### src/core/apc_pkg.sv
// Package for the angle-processing control word: layout, types and helpers
package apc_pkg;

    localparam int APC_DATA_W = 32;
    localparam int APC_ANGLE_W = 16;
    localparam int APC_NVM_ZERO_W = 12;
    localparam int APC_CTRL_INDEX = 6;

    localparam int APC_BIT_DIE_ROTATE = 27;
    localparam int APC_BIT_SEG_REF_SEL = 26;
    localparam int APC_BIT_SEG_BYPASS = 25;
    localparam int APC_BIT_SHORT_STROKE = 24;
    localparam int APC_BIT_OUT_INVERT = 22;
    localparam int APC_BIT_POST_DIR = 21;
    localparam int APC_BIT_SEG_ENABLE = 20;
    localparam int APC_BIT_HARM_ENABLE = 19;
    localparam int APC_BIT_PRE_DIR = 18;
    localparam int APC_BIT_SPARE = 17;
    localparam int APC_BIT_FILTER_EN = 16;
    localparam int APC_ZERO_LSB = 0;
    localparam int APC_ZERO_MSB = 15;
    localparam int APC_NVM_ZERO_LSB = 4;

    // Bits 31:28 and 23 carry nothing
    localparam logic [APC_DATA_W-1:0] APC_WRITE_MASK = 32'h0F7F_FFFF;
    localparam logic [APC_DATA_W-1:0] APC_CTRL_RESET = 32'h0000_0000;
    localparam logic [APC_NVM_ZERO_LSB-1:0] APC_ZERO_PAD = 4'h0;

    typedef struct packed {
        logic die_rotate;
        logic segment_reference_select;
        logic segmented_bypass;
        logic short_stroke;
        logic output_invert;
        logic post_linear_direction;
        logic segmented_enable;
        logic harmonic_enable;
        logic pre_linear_direction;
        logic spare_rw;
        logic input_filter_enable;
        logic [APC_ANGLE_W-1:0] output_zero_shift;
    } apc_ctrl_t;

    typedef struct packed {
        logic die_rotate;
        logic segment_reference_select;
        logic segmented_bypass;
        logic short_stroke;
        logic output_invert;
        logic post_linear_direction;
        logic segmented_enable;
        logic harmonic_enable;
        logic pre_linear_direction;
        logic input_filter_enable;
        logic [APC_NVM_ZERO_W-1:0] zero_shift;
    } apc_nvm_t;

    typedef struct packed {
        logic filter_enable;
        logic harmonic_enable;
        logic seg_enable;
        logic seg_apply_coeff;
        logic seg_apply_offset;
        logic seg_ref_internal;
        logic short_stroke_enable;
    } apc_chain_t;

    function automatic logic [APC_DATA_W-1:0] apc_pack(input apc_ctrl_t c);
        logic [APC_DATA_W-1:0] w;
        w = '0;
        w[APC_BIT_DIE_ROTATE] = c.die_rotate;
        w[APC_BIT_SEG_REF_SEL] = c.segment_reference_select;
        w[APC_BIT_SEG_BYPASS] = c.segmented_bypass;
        w[APC_BIT_SHORT_STROKE] = c.short_stroke;
        w[APC_BIT_OUT_INVERT] = c.output_invert;
        w[APC_BIT_POST_DIR] = c.post_linear_direction;
        w[APC_BIT_SEG_ENABLE] = c.segmented_enable;
        w[APC_BIT_HARM_ENABLE] = c.harmonic_enable;
        w[APC_BIT_PRE_DIR] = c.pre_linear_direction;
        w[APC_BIT_SPARE] = c.spare_rw;
        w[APC_BIT_FILTER_EN] = c.input_filter_enable;
        w[APC_ZERO_MSB:APC_ZERO_LSB] = c.output_zero_shift;
        return w;
    endfunction

    function automatic apc_ctrl_t apc_unpack(input logic [APC_DATA_W-1:0] w);
        apc_ctrl_t c;
        c.die_rotate = w[APC_BIT_DIE_ROTATE];
        c.segment_reference_select = w[APC_BIT_SEG_REF_SEL];
        c.segmented_bypass = w[APC_BIT_SEG_BYPASS];
        c.short_stroke = w[APC_BIT_SHORT_STROKE];
        c.output_invert = w[APC_BIT_OUT_INVERT];
        c.post_linear_direction = w[APC_BIT_POST_DIR];
        c.segmented_enable = w[APC_BIT_SEG_ENABLE];
        c.harmonic_enable = w[APC_BIT_HARM_ENABLE];
        c.pre_linear_direction = w[APC_BIT_PRE_DIR];
        c.spare_rw = w[APC_BIT_SPARE];
        c.input_filter_enable = w[APC_BIT_FILTER_EN];
        c.output_zero_shift = w[APC_ZERO_MSB:APC_ZERO_LSB];
        return c;
    endfunction

    function automatic apc_ctrl_t apc_from_nvm(input apc_nvm_t n);
        apc_ctrl_t c;
        c = apc_unpack(APC_CTRL_RESET);
        c.die_rotate = n.die_rotate;
        c.segment_reference_select = n.segment_reference_select;
        c.segmented_bypass = n.segmented_bypass;
        c.short_stroke = n.short_stroke;
        c.output_invert = n.output_invert;
        c.post_linear_direction = n.post_linear_direction;
        c.segmented_enable = n.segmented_enable;
        c.harmonic_enable = n.harmonic_enable;
        c.pre_linear_direction = n.pre_linear_direction;
        c.input_filter_enable = n.input_filter_enable;
        c.output_zero_shift = {n.zero_shift, APC_ZERO_PAD};
        return c;
    endfunction

endpackage

### src/core/apc_angle_config.sv
// Angle-processing control word with its pre and post linearization stages
//
// Overview of operation
// - Die rotate bit 27 adds half a turn to the angle, wrapping around.
// - Die rotation is the very last step, after the zero shift.
// - Bit 26 picks segment index axis: 0 external encoder, 1 internal reading.
// - Bypass still applies the segment offset; needs segmented enable set too.
// - Bypass bit 25 stops segmented coefficients being applied.
// - Short stroke bit 24 gates limits, clamps and gain; 0 skips them.
// - Invert bit 22 outputs high clamp minus the computed angle.
// - Bit 21 sets post-linearization direction: 0 counterclockwise, 1 clockwise.
// - Segmented linearization runs only while bit 20 is set.
// - Harmonic linearization runs only while bit 19 is set.
// - Bit 18 sets pre-linearization direction: 0 counterclockwise, 1 clockwise.
// - Bit 16 enables input filtering before linearization; off by default.
// - Sixteen-bit zero shift in bits 15:0 is subtracted after linearization.
// - Initialization puts the 12 stored bits into 15:4, zeros in 3:0.
// - After initialization software may write all sixteen zero shift bits.
// - Initialization loads each control bit from its stored field, except spare bit 17, which is not stored and clears.
`timescale 1ns/10ps
`default_nettype none
module apc_angle_config
    import apc_pkg::*;
#(
    parameter int ADDR_W = 6
) (
    input wire logic CLK,
    input wire logic RESET_N,
    input wire logic INIT_LOAD,
    input wire apc_nvm_t INIT_FIELDS,
    input wire logic [ADDR_W-1:0] REG_ADDR,
    input wire logic REG_WR,
    input wire logic REG_RD,
    input wire logic [APC_DATA_W-1:0] REG_WDATA,
    output logic [APC_DATA_W-1:0] REG_RDATA,
    output logic REG_RVALID,
    output logic INIT_DONE,
    input wire logic [APC_ANGLE_W-1:0] ANGLE_IN,
    input wire logic ANGLE_IN_VALID,
    output logic [APC_ANGLE_W-1:0] PRE_ANGLE,
    output logic PRE_VALID,
    output apc_chain_t CHAIN_CTRL,
    input wire logic [APC_ANGLE_W-1:0] LIN_ANGLE,
    input wire logic LIN_VALID,
    input wire logic [APC_ANGLE_W-1:0] HIGH_CLAMP,
    output logic [APC_ANGLE_W-1:0] ANGLE_OUT,
    output logic ANGLE_OUT_VALID
);

    if (ADDR_W < 3 || ADDR_W > APC_DATA_W) begin : g_bad_addr
        $error("apc_angle_config: address width cannot reach the control word");
    end

    apc_ctrl_t ctrl_q;
    apc_ctrl_t ctrl_d;
    logic init_done_q;
    logic addr_hit;
    logic sw_write;

    assign addr_hit = (REG_ADDR == ADDR_W'(APC_CTRL_INDEX));
    // Writes before the stored image is loaded would be overwritten anyway
    assign sw_write = REG_WR && addr_hit && init_done_q;

    // Load from storage beats a write in the same cycle
    always_comb begin
        ctrl_d = ctrl_q;
        if (INIT_LOAD) begin
            ctrl_d = apc_from_nvm(INIT_FIELDS);
        end else if (sw_write) begin
            ctrl_d = apc_unpack(REG_WDATA & APC_WRITE_MASK);
        end
    end

    always_ff @(posedge CLK) begin
        if (!RESET_N) begin
            ctrl_q <= apc_unpack(APC_CTRL_RESET);
        end else begin
            ctrl_q <= ctrl_d;
        end
    end

    always_ff @(posedge CLK) begin
        if (!RESET_N) begin
            init_done_q <= 1'b0;
            INIT_DONE <= 1'b0;
        end else begin
            if (INIT_LOAD) begin
                init_done_q <= 1'b1;
            end
            INIT_DONE <= init_done_q;
        end
    end

    // Unmapped word addresses read as zero
    always_ff @(posedge CLK) begin
        if (!RESET_N) begin
            REG_RDATA <= '0;
            REG_RVALID <= 1'b0;
        end else begin
            REG_RVALID <= REG_RD;
            if (REG_RD) begin
                REG_RDATA <= addr_hit ? (apc_pack(ctrl_q) & APC_WRITE_MASK) : '0;
            end
        end
    end

    // Enables for the stages that sit outside this block
    always_ff @(posedge CLK) begin
        if (!RESET_N) begin
            CHAIN_CTRL <= '0;
        end else begin
            CHAIN_CTRL.filter_enable <= ctrl_q.input_filter_enable;
            CHAIN_CTRL.harmonic_enable <= ctrl_q.harmonic_enable;
            CHAIN_CTRL.seg_enable <= ctrl_q.segmented_enable;
            CHAIN_CTRL.seg_apply_coeff <= ctrl_q.segmented_enable
                && !ctrl_q.segmented_bypass;
            // Offset still goes in under bypass, but only with segmenting on
            CHAIN_CTRL.seg_apply_offset <= ctrl_q.segmented_enable;
            CHAIN_CTRL.seg_ref_internal <= ctrl_q.segment_reference_select;
            CHAIN_CTRL.short_stroke_enable <= ctrl_q.short_stroke;
        end
    end

    // Orientation ahead of filter and linearization
    always_ff @(posedge CLK) begin
        if (!RESET_N) begin
            PRE_ANGLE <= '0;
            PRE_VALID <= 1'b0;
        end else begin
            PRE_VALID <= ANGLE_IN_VALID;
            if (ANGLE_IN_VALID) begin
                PRE_ANGLE <= ctrl_q.pre_linear_direction ? -ANGLE_IN : ANGLE_IN;
            end
        end
    end

    apc_post_chain #(
        .W(APC_ANGLE_W)
    ) u_post (
        .clk(CLK),
        .reset_n(RESET_N),
        .in_angle(LIN_ANGLE),
        .in_valid(LIN_VALID),
        .cfg(ctrl_q),
        .high_clamp(HIGH_CLAMP),
        .out_angle(ANGLE_OUT),
        .out_valid(ANGLE_OUT_VALID)
    );

    property p_reserved_zero;
        @(posedge CLK) disable iff (!RESET_N)
        REG_RVALID |-> (REG_RDATA & ~APC_WRITE_MASK) == '0;
    endproperty
    a_reserved_zero: assert property (p_reserved_zero) else $error("reserved bits not zero");

    property p_init_zero;
        @(posedge CLK) disable iff (!RESET_N)
        INIT_LOAD |=> ctrl_q.output_zero_shift == {$past(INIT_FIELDS.zero_shift), APC_ZERO_PAD};
    endproperty
    a_init_zero: assert property (p_init_zero) else $error("stored zero shift misplaced");

    property p_sw_write;
        @(posedge CLK) disable iff (!RESET_N)
        (sw_write && !INIT_LOAD) ##1 !(REG_WR || INIT_LOAD) ##1 (REG_RD && addr_hit)
            |=> REG_RDATA == ($past(REG_WDATA, 3) & APC_WRITE_MASK);
    endproperty
    a_sw_write: assert property (p_sw_write) else $error("written word not read back");

    property p_write_ignored_early;
        @(posedge CLK) disable iff (!RESET_N)
        (!init_done_q && !INIT_LOAD) |=> $stable(ctrl_q);
    endproperty
    a_write_ignored_early: assert property (p_write_ignored_early)
        else $error("word moved early");

    property p_init_short;
        @(posedge CLK) disable iff (!RESET_N)
        INIT_LOAD |-> ##2 CHAIN_CTRL.short_stroke_enable == $past(INIT_FIELDS.short_stroke, 2);
    endproperty
    a_init_short: assert property (p_init_short) else $error("short stroke not loaded");

    property p_bypass;
        @(posedge CLK) disable iff (!RESET_N)
        CHAIN_CTRL.seg_apply_coeff |-> CHAIN_CTRL.seg_apply_offset && CHAIN_CTRL.seg_enable
            && !$past(ctrl_q.segmented_bypass);
    endproperty
    a_bypass: assert property (p_bypass) else $error("coefficients applied under bypass");

    property p_seg_enable;
        @(posedge CLK) disable iff (!RESET_N)
        ##1 CHAIN_CTRL.seg_enable == $past(ctrl_q.segmented_enable)
            && CHAIN_CTRL.seg_ref_internal == $past(ctrl_q.segment_reference_select);
    endproperty
    a_seg_enable: assert property (p_seg_enable) else $error("segment controls wrong");

    property p_harm_filter;
        @(posedge CLK) disable iff (!RESET_N)
        ##1 CHAIN_CTRL.harmonic_enable == $past(ctrl_q.harmonic_enable)
            && CHAIN_CTRL.filter_enable == $past(ctrl_q.input_filter_enable);
    endproperty
    a_harm_filter: assert property (p_harm_filter)
        else $error("harmonic or filter enable wrong");

    property p_pre_dir;
        @(posedge CLK) disable iff (!RESET_N)
        (ANGLE_IN_VALID && ctrl_q.pre_linear_direction) |=>
            PRE_VALID && (PRE_ANGLE + $past(ANGLE_IN)) == '0;
    endproperty
    a_pre_dir: assert property (p_pre_dir) else $error("pre direction wrong");

    property p_pre_pass;
        @(posedge CLK) disable iff (!RESET_N)
        (ANGLE_IN_VALID && !ctrl_q.pre_linear_direction) |=> PRE_ANGLE == $past(ANGLE_IN);
    endproperty
    a_pre_pass: assert property (p_pre_pass) else $error("pre direction altered angle");

    // Watches the reset itself, so it carries no disable
    property p_reset_state;
        @(posedge CLK)
        !RESET_N |=> apc_pack(ctrl_q) == APC_CTRL_RESET && !INIT_DONE && !REG_RVALID
            && !PRE_VALID && !ANGLE_OUT_VALID && CHAIN_CTRL == '0;
    endproperty
    a_reset_state: assert property (p_reset_state)
        else $error("reset state wrong");

    property p_init_flags_a;
        @(posedge CLK) disable iff (!RESET_N)
        INIT_LOAD |=> ctrl_q.die_rotate == $past(INIT_FIELDS.die_rotate)
            && ctrl_q.segment_reference_select == $past(INIT_FIELDS.segment_reference_select)
            && ctrl_q.segmented_bypass == $past(INIT_FIELDS.segmented_bypass)
            && ctrl_q.short_stroke == $past(INIT_FIELDS.short_stroke)
            && ctrl_q.output_invert == $past(INIT_FIELDS.output_invert);
    endproperty
    a_init_flags_a: assert property (p_init_flags_a)
        else $error("stored flags not loaded");

    property p_init_flags_b;
        @(posedge CLK) disable iff (!RESET_N)
        INIT_LOAD |=> ctrl_q.post_linear_direction == $past(INIT_FIELDS.post_linear_direction)
            && ctrl_q.segmented_enable == $past(INIT_FIELDS.segmented_enable)
            && ctrl_q.harmonic_enable == $past(INIT_FIELDS.harmonic_enable)
            && ctrl_q.pre_linear_direction == $past(INIT_FIELDS.pre_linear_direction)
            && ctrl_q.input_filter_enable == $past(INIT_FIELDS.input_filter_enable)
            && !ctrl_q.spare_rw;
    endproperty
    a_init_flags_b: assert property (p_init_flags_b)
        else $error("stored enables not loaded");

    property p_init_done;
        @(posedge CLK) disable iff (!RESET_N)
        INIT_LOAD |-> ##2 INIT_DONE;
    endproperty
    a_init_done: assert property (p_init_done)
        else $error("init done late");

    property p_rvalid;
        @(posedge CLK) disable iff (!RESET_N)
        ##1 REG_RVALID == $past(REG_RD);
    endproperty
    a_rvalid: assert property (p_rvalid)
        else $error("read valid wrong");

    property p_read_zero;
        @(posedge CLK) disable iff (!RESET_N)
        (REG_RD && addr_hit) |=>
            REG_RDATA[APC_ZERO_MSB:APC_ZERO_LSB] == $past(ctrl_q.output_zero_shift);
    endproperty
    a_read_zero: assert property (p_read_zero)
        else $error("zero shift read wrong");

    property p_read_miss;
        @(posedge CLK) disable iff (!RESET_N)
        (REG_RD && !addr_hit) |=> REG_RDATA == '0;
    endproperty
    a_read_miss: assert property (p_read_miss)
        else $error("unmapped read not zero");

    property p_write_mask;
        @(posedge CLK) disable iff (!RESET_N)
        (sw_write && !INIT_LOAD) |=>
            apc_pack(ctrl_q) == ($past(REG_WDATA) & APC_WRITE_MASK);
    endproperty
    a_write_mask: assert property (p_write_mask)
        else $error("written word not stored");

    property p_coeff;
        @(posedge CLK) disable iff (!RESET_N)
        ##1 CHAIN_CTRL.seg_apply_coeff
            == ($past(ctrl_q.segmented_enable) && !$past(ctrl_q.segmented_bypass));
    endproperty
    a_coeff: assert property (p_coeff)
        else $error("coefficient enable wrong");

    property p_offset;
        @(posedge CLK) disable iff (!RESET_N)
        ##1 CHAIN_CTRL.seg_apply_offset == $past(ctrl_q.segmented_enable);
    endproperty
    a_offset: assert property (p_offset)
        else $error("segment offset enable wrong");

    property p_short;
        @(posedge CLK) disable iff (!RESET_N)
        ##1 CHAIN_CTRL.short_stroke_enable == $past(ctrl_q.short_stroke);
    endproperty
    a_short: assert property (p_short)
        else $error("short stroke enable wrong");

    property p_pre_hold;
        @(posedge CLK) disable iff (!RESET_N)
        !ANGLE_IN_VALID |=> !PRE_VALID && $stable(PRE_ANGLE);
    endproperty
    a_pre_hold: assert property (p_pre_hold)
        else $error("pre stage moved without input");

endmodule // apc_angle_config
`default_nettype wire

### src/core/apc_post_chain.sv
// Post-linearization angle pipeline: direction, zero shift, invert, die rotation
`timescale 1ns/10ps
`default_nettype none
module apc_post_chain
    import apc_pkg::*;
#(
    parameter int W = APC_ANGLE_W
) (
    input wire logic clk,
    input wire logic reset_n,
    input wire logic [W-1:0] in_angle,
    input wire logic in_valid,
    input wire apc_ctrl_t cfg,
    input wire logic [W-1:0] high_clamp,
    output logic [W-1:0] out_angle,
    output logic out_valid
);

    // Full turn maps to 2**W, so wrap-around does the normalizing
    localparam logic [W-1:0] HALF_TURN = {1'b1, {(W-1){1'b0}}};

    if (W < 2 || W > APC_ANGLE_W) begin : g_bad_width
        $error("apc_post_chain: angle width unsupported");
    end

    logic [W-1:0] dir_q;
    logic [W-1:0] zero_q;
    logic [W-1:0] inv_q;
    logic [2:0] vld_q;

    always_ff @(posedge clk) begin
        if (!reset_n) begin
            vld_q <= '0;
            out_valid <= 1'b0;
        end else begin
            vld_q <= {vld_q[1:0], in_valid};
            out_valid <= vld_q[2];
        end
    end

    always_ff @(posedge clk) begin
        if (!reset_n) begin
            dir_q <= '0;
            zero_q <= '0;
            inv_q <= '0;
            out_angle <= '0;
        end else begin
            dir_q <= cfg.post_linear_direction ? -in_angle : in_angle;
            zero_q <= dir_q - cfg.output_zero_shift[W-1:0];
            inv_q <= cfg.output_invert ? (high_clamp - zero_q) : zero_q;
            // Last stage so the offset and inversion see the unrotated angle
            out_angle <= cfg.die_rotate ? (inv_q + HALF_TURN) : inv_q;
        end
    end

    property p_latency;
        @(posedge clk) disable iff (!reset_n)
        in_valid |-> ##4 out_valid;
    endproperty
    a_latency: assert property (p_latency) else $error("post chain latency wrong");

    property p_rotate;
        @(posedge clk) disable iff (!reset_n)
        ##1 (out_angle - $past(inv_q)) == ($past(cfg.die_rotate) ? HALF_TURN : '0);
    endproperty
    a_rotate: assert property (p_rotate) else $error("die rotation wrong");

    property p_invert;
        @(posedge clk) disable iff (!reset_n)
        ##1 $past(cfg.output_invert) |-> (inv_q + $past(zero_q)) == $past(high_clamp);
    endproperty
    a_invert: assert property (p_invert) else $error("inversion wrong");

    property p_zero;
        @(posedge clk) disable iff (!reset_n)
        ##1 (zero_q + $past(cfg.output_zero_shift[W-1:0])) == $past(dir_q);
    endproperty
    a_zero: assert property (p_zero) else $error("zero shift wrong");

    property p_post_dir;
        @(posedge clk) disable iff (!reset_n)
        ##1 $past(cfg.post_linear_direction) |-> (dir_q + $past(in_angle)) == '0;
    endproperty
    a_post_dir: assert property (p_post_dir) else $error("post direction wrong");

endmodule // apc_post_chain
`default_nettype wire

### config.mk
export PLATFORM = sky130hd
export DESIGN_NAME = apc_angle_config
export DESIGN_NICKNAME = d
export VERILOG_FILES = /design/src/core/apc_pkg.sv /design/src/core/apc_angle_config.sv /design/src/core/apc_post_chain.sv
export SDC_FILE = /design/constraint.sdc
export NUM_CORES = 1
export LEC_CHECK = 0
export ABC_AREA = 0
export BUFFER_PORTS_ARGS = -buffer_cell sky130_fd_sc_hd__buf_2
export CORE_UTILIZATION = 43
export DETAILED_ROUTE_END_ITERATION = 10
export PLACE_DENSITY_LB_ADDON = 0.12
export SYNTH_ARGS = -nofsm -noshare
export SYNTH_HDL_FRONTEND = slang
export SYNTH_HIERARCHICAL = 1
export SYNTH_SLANG_ARGS = --single-unit
### constraint.sdc
create_clock -name CLK -period 3.1 [get_ports CLK]
set_clock_uncertainty 0.2 [all_clocks]
set_input_delay 0.155 -clock CLK [delete_from_list [all_inputs] [get_ports CLK]]
set_output_delay 0.155 -clock CLK [all_outputs]
set_load 0.1 [all_outputs]
==> metrics.md, run 1 <==
| Metric | Value |
|---|---|
| Final hold vios | 0 |
| Buf/Inv on CP | 4 |
| Max stage delay cell, worst path | dlygate4sd3_1 |
| Initial DRC Count | 231 |
| Synth warn | 6 |
| Die Span Y | 132 um |
| Placer Congestion | 0.824 |
| First-pass GRT wire length | 31.0 mm |
| CTS sink count | 148 |
| Area fraction of the dominant cell type after synthesis | 40.9% |
| Syn_area_per_cell | 8.71 um2 |
| Largest net degree at the start of global routing | 56 |
| Worst path arrival time | 2950 ps |
| Util after Layout | 59.9% |
| CP Capture Type | flop |
| Vias in the first global route | 6386 |
| Worst path cell trace | dlygate4sd3_1 > buf_2 > or3_1 > o41ai_1 > xor2_1 > dlygate4sd3_1 > a21oi_1 > dlygate4sd3_1 |
| Unique cell type count in the Yosys netlist | 67 |
| Unrepaired setup endpoints after global routing | no |
| # DRC | 0 |
| Max VDD drop | 489 uV |
| Io pins | 190 |
| Layout area overhead | 36.7% |
| Slew headroom | 38.6% |
| Overflow after GRT | 0 |
| Clock Path Buffers | 2 |
| Initial antenna violation count | 0 |
| Worst-skew pair later-pin latency | 430 ps |
| Final wirelength | 18.9 mm |
| Critical path class | input pin to flop |
| Share of cells above drive strength 1 | 21.6% |
| Max_cap viols | 0 |
| Max incr delay on CP | 570 ps |
| Share of flip-flops with an asynchronous set or reset | 0% |
| Critical-path maximum fanout | 4 |
| Leakage power total | 4.25 nW |
| Area of the core | 16500 um2 |
| CTS buffer count | 17 |
| Final setup fails | 0 |
| FMAX | 0.352 GHz |
| Clock root cell | clkbuf_16 |
| Total die area | 17400 um2 |
| GR Util met2 | 35.6% |
| Most frequent cells in the layout | buf_2, dfxtp_1, dlygate4sd3_1, a21oi_1, nor2_1 |
| Ys flop type | dfxtp_1 |
| HPWL Detailed | 12.7 mm |
| First drt pass iteration count | 5 |
| Hold Crit Class | input pin to flop |
| CP delay by family, top | buffers and inverters |
| Vias per inst | 4.97 |
| Grt met3 use | 6.46% |
| Sequential element share of the synthesized area | 40.9% |
| Critical path's most frequent cell | dlygate4sd3_1 |
| Die width | 132 um |
| H-tree Lvls | 4 |
| Antenna Cells | 0 |
| Slew at the pin with the worst max-slew slack | 920 ps |
| Via Count | 6609 |
| Port Buffers | 179 |
| Fin. max-slew vios | 0 |
| CTS tree | done |
| Outcome | complete, no violations |
| Ranking of synthesized cells by area | dfxtp_1, ha_1, mux2i_1, a21oi_1, o21ai_0 |
| Final setup TNS | 0 ps |
| Clock period minus worst slack | 2840 ps |
| Final period util | 91.6% |
| # nets final | 1245 |
| Cell Rows | 47 |
| Yosys top cell by area | dfxtp_1 |
| Cell Area, Synth | 7240 um2 |
| GRT Max-Usage Layer | met2 |
| Initial Utilization | 43.8% |
| Worst Setup Start Kind | input pin |
| Post-route ant nets | 0 |
| Pwr dens | 568 nW/um2 |
| CTS resizes | 0 |
| WL/cell | 14.2 um |
| Critical Path RT | 3210 ps |
| Commonest non-fill, non-tap cell in the layout | buf_2 |
| Post-synthesis register bit count | 148 |
| Post-Synthesis Cells | 831 |
| Number of synthesized flops with an enable pin | 0 |
| Global Route Usage Sum | 22.2% |
| Clock slew at reported path FFs | 70 ps |
| GR met1 Demand/Resource | 28.4% |
[tightest hold or removal path, stage by stage]
cell and delay, ps:
buf_2 110, buf_4 220, and2_1 140
[layer usage]
| metal | part of all wire, % | vias up |
|---|---|---|
| met3 | 5.8 | 17 |
| li1 | - | 3410 |
| met2 | 46 | 155 |
| met5 | 0 | - |
| met4 | 1.2 | 0 |
| met1 | 47 | 3027 |
[state kept, by name (all words and copies together), names as in the netlist, 3 cells and up]
register / flops
PRE_ANGLE: 16
ctrl_q: 27
REG_RDATA: 27
u_post/zero_q: 16
u_post/inv_q: 16
u_post/vld_q: 3
u_post/dir_q: 16
CHAIN_CTRL: 6
u_post/out_angle: 16
[power breakdown]
group,switching (mW),total [mW],internal [mW]
sequential,0.0699,2.11,2.04
clock,0.869,2.10,1.23
combinational,0.869,1.41,0.537
[synthesized netlist by cell type (3+ instances only)]
cell	instances
o21a_1	10
nand2_1	43
nand3_1	41
a211oi_1	10
clkbuf_1	30
nor2_1	55
dfxtp_1	148
a21oi_1	74
nor3_1	17
nor2b_1	14
o21bai_1	4
o31a_1	5
buf_4	8
a22o_1	5
a21oi_2	3
buf_1	7
and3_1	3
and2_1	29
ha_1	32
a21o_1	7
mux2i_1	39
o31ai_1	5
o21ai_1	15
o21ai_0	48
nand2b_1	34
xor2_1	21
or3_1	8
xnor2_1	12
inv_1	46
o211ai_1	4
or4_1	5
[through the flow]
stage          cells  setup slack, ps  instance area (um2)  hold slack (ps)  power, mW
6_report        1329              259                 9900             28.0       5.62
5_1_grt         1329              208                 9900             40.8       5.91
4_1_cts         1329              292                 9900             3.60       5.68
3_5_place_dp    1196              711                 8290              174       3.43
3_3_place_gp    1196              718                 8290              164       3.43
2_1_floorplan    835              905                 7260             70.8       3.15
[kinds of logic (layout without fill, tap and decap cells)]
| family | Yosys count | count (layout) | synth area share, % |
|---|---|---|---|
| and+or+nand+nor | 270 | 270 | 20.2 |
| adders and majority gates | 34 | 34 | 6.08 |
| muxes | 39 | 39 | 5.39 |
| xor gates and xnor gates | 33 | 33 | 3.99 |
| DFF | 148 | 148 | 40.9 |
| buffers and inverters | 95 | 369 | 5.46 |
| AOI/OAI and AO/OA | 211 | 211 | 17.9 |
| other | 1 | 5 | 0.0518 |
[final timing paths]
path | endpoint | startpoint | depth (start not counted) | slack (ps)
setup / recovery | PRE_ANGLE[8] | ANGLE_IN[4] | 8 | 260
hold / removal | u_post/out_angle[14] | RESET_N | 3 | 30
setup reg to reg | PRE_ANGLE[8] | ctrl_q[18] | 5 | 530
hold reg to reg | u_post/out_angle[14] | u_post/inv_q[14] | 1 | 230
[layout make-up]
cell class	instances	area, um2
Timing Repair Buffer	289	1970
Fill cell	1466	6620
Clock inverter	14	165
Sequential cell	148	2960
Tap cell	220	275
Clock buffer	18	439
Inverter	48	180
Multi-Input combinational cell	592	3900
[timing repair]
action | 4_1_cts | 5_1_grt
hold buffers | 101 | 0
buffers inserted | 0 | 0
hold endpoints to repair | 62 | 0
Power figures use the tool's default switching activity.
==> run 2: changes to the inputs <==
--- a/config.mk
+++ b/config.mk
@@ -12,5 +12,4 @@
 export PLACE_DENSITY_LB_ADDON = 0.12
 export SYNTH_ARGS = -nofsm -noshare
 export SYNTH_HDL_FRONTEND = slang
-export SYNTH_HIERARCHICAL = 1
 export SYNTH_SLANG_ARGS = --single-unit
==> metrics.md, run 2 <==
| Metric | Value |
|---|---|
| Leakage power total | 4.19 nW |
| Via Count | 6720 |
| Total die area | 17200 um2 |
| Cell Rows | 46 |
| Overflow after GRT | 0 |
| Placer Congestion | 0.840 |
| Worst Setup Start Kind | input pin |
| Met3 wire length | 757 um |
| Area fraction of the dominant cell type after synthesis | 41.3% |
| Ys flop type | dfxtp_1 |
| First drt pass iteration count | 5 |
| Pwr dens | 540 nW/um2 |
| Final hold vios | 0 |
| Syn_area_per_cell | 8.25 um2 |
| Sequential element share of the synthesized area | 41.3% |
| Unique cell type count in the Yosys netlist | 55 |
| Hold path startpoint | HIGH_CLAMP[12] |
| Die Span Y | 131 um |
| CTS sink count | 148 |
| Critical-path maximum fanout | 3 |
| HPWL Detailed | 12.5 mm |
| WL/cell | 13.7 um |
| Final setup fails | 0 |
| DR top layer | met4 |
| Logic pwr share | 24.6% |
| Io pins | 190 |
| R2R depth | 8 |
| Port Buffers | 179 |
| Clock period minus worst slack | 2780 ps |
| Unrepaired setup endpoints after global routing | no |
| CP Capture Type | flop |
| Share of flip-flops with an asynchronous set or reset | 0% |
| Global Route Usage Sum | 22.3% |
| Critical Path RT | 3230 ps |
| Commonest cells in the synthesized netlist | dfxtp_1, nand2_1, a21oi_1, nor2_1, inv_1 |
| Number of synthesized flops with an enable pin | 0 |
| Clock power share | 35.5% |
| Share of cells above drive strength 1 | 20.1% |
| Clock slew at reported path FFs | 60 ps |
| Worst path arrival time | 2910 ps |
| FMAX | 0.360 GHz |
| Critical path class | input pin to flop |
| Hold depth | 5 |
| Outcome | complete, no violations |
| Switching power | 1.66 mW |
| Routed wl met2 | 9.03 mm |
| Vias in the first global route | 6436 |
| Most frequent cells in the layout | buf_2, dfxtp_1, nand2_1, dlygate4sd3_1, a21oi_1 |
| Clock Path Buffers | 2 |
| Initial DRC Count | 356 |
| Final period util | 89.6% |
| Final setup TNS | 0 ps |
| Slew at the pin with the worst max-slew slack | 852 ps |
| Fillers | 1505 |
| Area of the core | 16100 um2 |
| Sequential power share | 39.9% |
| Ranking of synthesized cells by area | dfxtp_1, nand2_1, a21oi_1, ha_1, nor2_1 |
| CTS resizes | 0 |
| First-pass GRT wire length | 30.9 mm |
| H-tree Lvls | 4 |
| Hold Crit Class | input pin to flop |
| Util after Layout | 60.2% |
| Sw frac | 31.6% |
| Fin. max-slew vios | 0 |
| Max_cap viols | 0 |
| Largest net degree at the start of global routing | 61 |
| R2r startpoint | u_post.zero_q[0] |
| Die width | 131 um |
| # nets final | 1272 |
| Commonest non-fill, non-tap cell in the layout | buf_2 |
| Met1 Routed Length | 8.35 mm |
| Initial Utilization | 44.6% |
| CTS buffer count | 17 |
| # DRC | 0 |
| Hold slack | 43.8 ps |
| P_int | 3.58 mW |
| Hold EP | u_post.inv_q[13] |
| Yosys top cell by area | dfxtp_1 |
| Cell Area, Synth | 7180 um2 |
| Post-synthesis register bit count | 148 |
| Layout area overhead | 35.2% |
| Post-route ant nets | 0 |
| Vias per inst | 4.97 |
| Clock root cell | clkbuf_16 |
| Post-Synthesis Cells | 870 |
| Reg-to-reg critical path endpoint | u_post.inv_q[10] |
| Slew headroom | 43.2% |
| Registers with the most flip-flops | REG_RDATA: 27 flops, ctrl_q: 27 flops |
| Synth warn | 0 |
| Worst-skew pair later-pin latency | 420 ps |
| R2R Setup Slk | 510 ps |
| Antenna Cells | 0 |
| Pwr Total | 5.24 mW |
| Initial antenna violation count | 0 |
| Max VDD drop | 387 uV |
| CTS tree | done |
| Final wirelength | 18.5 mm |
| Count leader, synth | dfxtp_1 |
==> run 2: area by class of cell <==
| type | instances | area, um2 | area share [%] |
|---|---|---|---|
| flip-flops and latches | 148 | 2960 | 30.5 |
| clock inverters | 11 | 77.6 | 0.799 |
| clock buffers | 20 | 457 | 4.71 |
| well taps | 216 | 270 | 2.78 |
| multi-input cells | 629 | 3850 | 39.7 |
| inverters | 47 | 178 | 1.83 |
| repair buffers | 280 | 1910 | 19.7 |
==> run 2: worst max-delay path by stage <==
| stage | startpoint | endpoint | slack, ps | depth (start not counted) |
|---|---|---|---|---|
| 2_1_floorplan | u_post.zero_q[0] | u_post.inv_q[10] | 800 | 8 |
| 3_3_place_gp | HIGH_CLAMP[0] | u_post.inv_q[10] | 600 | 10 |
| 3_5_place_dp | HIGH_CLAMP[0] | u_post.inv_q[10] | 580 | 10 |
| 4_1_cts | ANGLE_IN[6] | PRE_ANGLE[13] | 360 | 9 |
| 5_1_grt | ANGLE_IN[6] | PRE_ANGLE[13] | 140 | 9 |
| 6_report | ANGLE_IN[6] | PRE_ANGLE[13] | 320 | 9 |
==> run 2: cell families (layout without fill, tap and decap cells) <==
| kind of cell | count (synthesis) | in the layout | share of synthesized area, % |
|---|---|---|---|
| AOI/OAI and AO/OA | 213 | 213 | 18.9 |
| xor gates and xnor gates | 37 | 37 | 4.51 |
| adders and majority gates | 34 | 34 | 6.13 |
| buffers and inverters | 97 | 358 | 5.42 |
| DFF | 148 | 148 | 41.3 |
| muxes | 14 | 14 | 1.99 |
| other | 1 | 5 | 0.0522 |
| and+or+nand+nor | 326 | 326 | 21.8 |
==> run 2: per-layer routing <==
metal | up-vias | track usage, %
li1 | 3468 | -
met3 | 24 | 4.48
met4 | 0 | 8.82
met5 | - | 0
met1 | 3069 | 27.2
met2 | 159 | 38.4
==> run 2: power by group through the flow <==
stage / clock (mW) / sequential [mW] / combinational, mW
after global routing: 1.99 / 2.11 / 1.41
final: 1.86 / 2.09 / 1.29
after global placement: 0 / 2.13 / 1.17
after floorplan: 0 / 2.38 / 0.670
after CTS: 1.91 / 2.09 / 1.28
after detailed placement: 0 / 2.13 / 1.18
==> run 2: critical path: stages <==
cell	delay (ps)
dlygate4sd3_1	540
buf_2	140
nor4_1	360
nand2_1	130
or3_1	420
o31ai_1	260
xor2_1	110
dlygate4sd3_1	570
a211oi_1	230
==> run 2: per-stage QoR <==
stage | instances | area [um2] | worst slack (ps)
floorplan | 874 | 7200 | 801
global placement | 1227 | 8240 | 598
detailed placement | 1227 | 8240 | 578
CTS | 1351 | 9710 | 357
global route | 1351 | 9710 | 143
finish | 1351 | 9710 | 324
==> run 2: what timing repair did <==
action                                 in CTS  in global routing
hold buffers                               93                  0
setup buffers                               0                  0
endpoints found under the hold margin      62                  0
==> run 3: changes to the inputs <==
--- a/config.mk
+++ b/config.mk
@@ -7,7 +7,8 @@
 export LEC_CHECK = 0
 export ABC_AREA = 0
 export BUFFER_PORTS_ARGS = -buffer_cell sky130_fd_sc_hd__buf_2
-export CORE_UTILIZATION = 43
+export CORE_UTILIZATION = 40
+export CTS_BUF_LIST = sky130_fd_sc_hd__clkbuf_8
 export DETAILED_ROUTE_END_ITERATION = 10
 export PLACE_DENSITY_LB_ADDON = 0.12
 export SYNTH_ARGS = -nofsm -noshare
==> metrics.md, run 3 (synthesis results as in run 2) <==
| Metric | Value |
|---|---|
| Outcome | complete, no violations |
| Layout area overhead | 35.2% |
| Global Route Usage Sum | 21.7% |
| Worst path arrival time | 2920 ps |
| CTS sink count | 148 |
| CTS resizes | 0 |
| Max stage delay cell, worst path | dlygate4sd3_1 |
| Hold Crit Class | input pin to flop |
| Placer Congestion | 0.816 |
| Leakage power total | 4.18 nW |
| Hold buffers post-CTS | 108 |
| Critical path depth in cells | 9 |
| Slew at the pin with the worst max-slew slack | 838 ps |
| Commonest non-fill, non-tap cell in the layout | buf_2 |
| CP Launch Point | ANGLE_IN[6] |
| Multi-input logic area | 3850 um2 |
| Overflow after GRT | 0 |
| CP delay by family, top | buffers and inverters |
| Critical-path maximum fanout | 3 |
| Fin. max-slew vios | 0 |
| Final WS setup | 339 ps |
| Post-CTS setup buffers | 0 |
| Max VDD drop | 286 uV |
| Io pins | 190 |
| Final hold vios | 0 |
| R2R depth | 5 |
| Post-placement setup slack | 580 ps |
| Critical path class | input pin to flop |
| Reg area | 2960 um2 |
| Max incr delay on CP | 560 ps |
| CTS buffer count | 17 |
| Final setup TNS | 0 ps |
| Vias in the first global route | 6589 |
| Initial DRC Count | 267 |
| HPWL Detailed | 13.0 mm |
| First-pass GRT wire length | 31.5 mm |
| Unrepaired setup endpoints after global routing | no |
| Reg-to-reg critical path endpoint | PRE_ANGLE[5] |
| R2r startpoint | ctrl_q[18] |
| R2R Setup Slk | 420 ps |
| Die Span Y | 136 um |
| Registers with the most flip-flops | REG_RDATA: 27 flops, ctrl_q: 27 flops |
| Vias per inst | 4.95 |
| Final period util | 89.1% |
| First drt pass iteration count | 5 |
| Via Count | 6810 |
| Critical Path RT | 3260 ps |
| Critical path's most frequent cell | dlygate4sd3_1 |
| Buf/Inv on CP | 3 |
| Fillers | 1680 |
| Worst path cell trace | dlygate4sd3_1 > buf_2 > nor4_1 > nand2_1 > or3_1 > o31ai_1 > xor2_1 > dlygate4sd3_1 > a211oi_1 |
| Worst-skew pair later-pin latency | 460 ps |
| Worst Setup Start Kind | input pin |
| Total die area | 18500 um2 |
| Post-route ant nets | 0 |
| Initial antenna violation count | 0 |
| Clock slew at reported path FFs | 80 ps |
| Hold path startpoint | HIGH_CLAMP[14] |
| Antenna Cells | 0 |
| CP Capture Type | flop |
| Pwr dens | 506 nW/um2 |
| Slew headroom | 42.7% |
| Clock period minus worst slack | 2760 ps |
| # DRC | 0 |
| Most frequent cells in the layout | buf_2, dfxtp_1, dlygate4sd3_1, nand2_1, a21oi_1 |
| Port Buffers | 179 |
| Clock Path Buffers | 2 |
| Die width | 136 um |
| Setup crit end | PRE_ANGLE[13] |
| H-tree Lvls | 4 |
| # nets final | 1287 |
| Largest net degree at the start of global routing | 69 |
| WL/cell | 13.9 um |
| Max_cap viols | 0 |
| Final setup fails | 0 |
| Clock root cell | clkbuf_8 |
| Share of cells above drive strength 1 | 19.9% |
| FMAX | 0.362 GHz |
| Cell Rows | 48 |
| CTS tree | done |
| Final wirelength | 19.1 mm |
| Pwr Total | 4.91 mW |
| Area of the core | 17400 um2 |
| Initial Utilization | 41.2% |
run 3: power breakdown:
part           total, mW  internal (mW)  switching, mW
Clock               1.52          0.744          0.771
Sequential          2.09           2.03         0.0646
Combinational       1.31          0.501          0.804
Total               4.91           3.27           1.64
run 3: worst min path at each step:
stage / depth (start not counted) / end
3_3_place_gp: 2 / u_post.vld_q[0]
4_1_cts: 3 / PRE_ANGLE[4]
6_report: 4 / u_post.inv_q[14]
5_1_grt: 4 / u_post.inv_q[9]
2_1_floorplan: 1 / u_post.vld_q[0]
3_5_place_dp: 2 / u_post.vld_q[0]
run 3: through the flow:
stage	util [%]	instances	instance area, um2	hold slack [ps]
after detailed placement	47.2	1236	8230	183
after floorplan	-	874	7200	82.3
final	55.7	1376	9710	29.2
after global routing	55.7	1376	9710	42.6
after CTS	55.7	1376	9710	1.17
after global placement	47.2	1236	8230	169
run 3: final cells by class:
type                    instances  area share (%)
clock buffers                  18            2.55
clock inverters                14            1.57
inverters                      47            1.83
multi-input cells             629            39.6
flip-flops and latches        148            30.5
well taps                     225            2.90
repair buffers                295            21.0
run 3: worst register-to-register path: stages (launching register included):
cell and delay (ps):
dfxtp_1 700, o21ai_0 220, xor2_1 180, dlygate4sd3_1 560
a211oi_1 210, dlygate4sd3_1 570
run 3: per-layer routing:
| metal | share of wire [%] | global-route usage [%] |
|---|---|---|
| met5 | 0 | 0 |
| met4 | 1.4 | 7.10 |
| met3 | 5.2 | 5.67 |
| met2 | 49 | 37.8 |
| met1 | 45 | 25.7 |
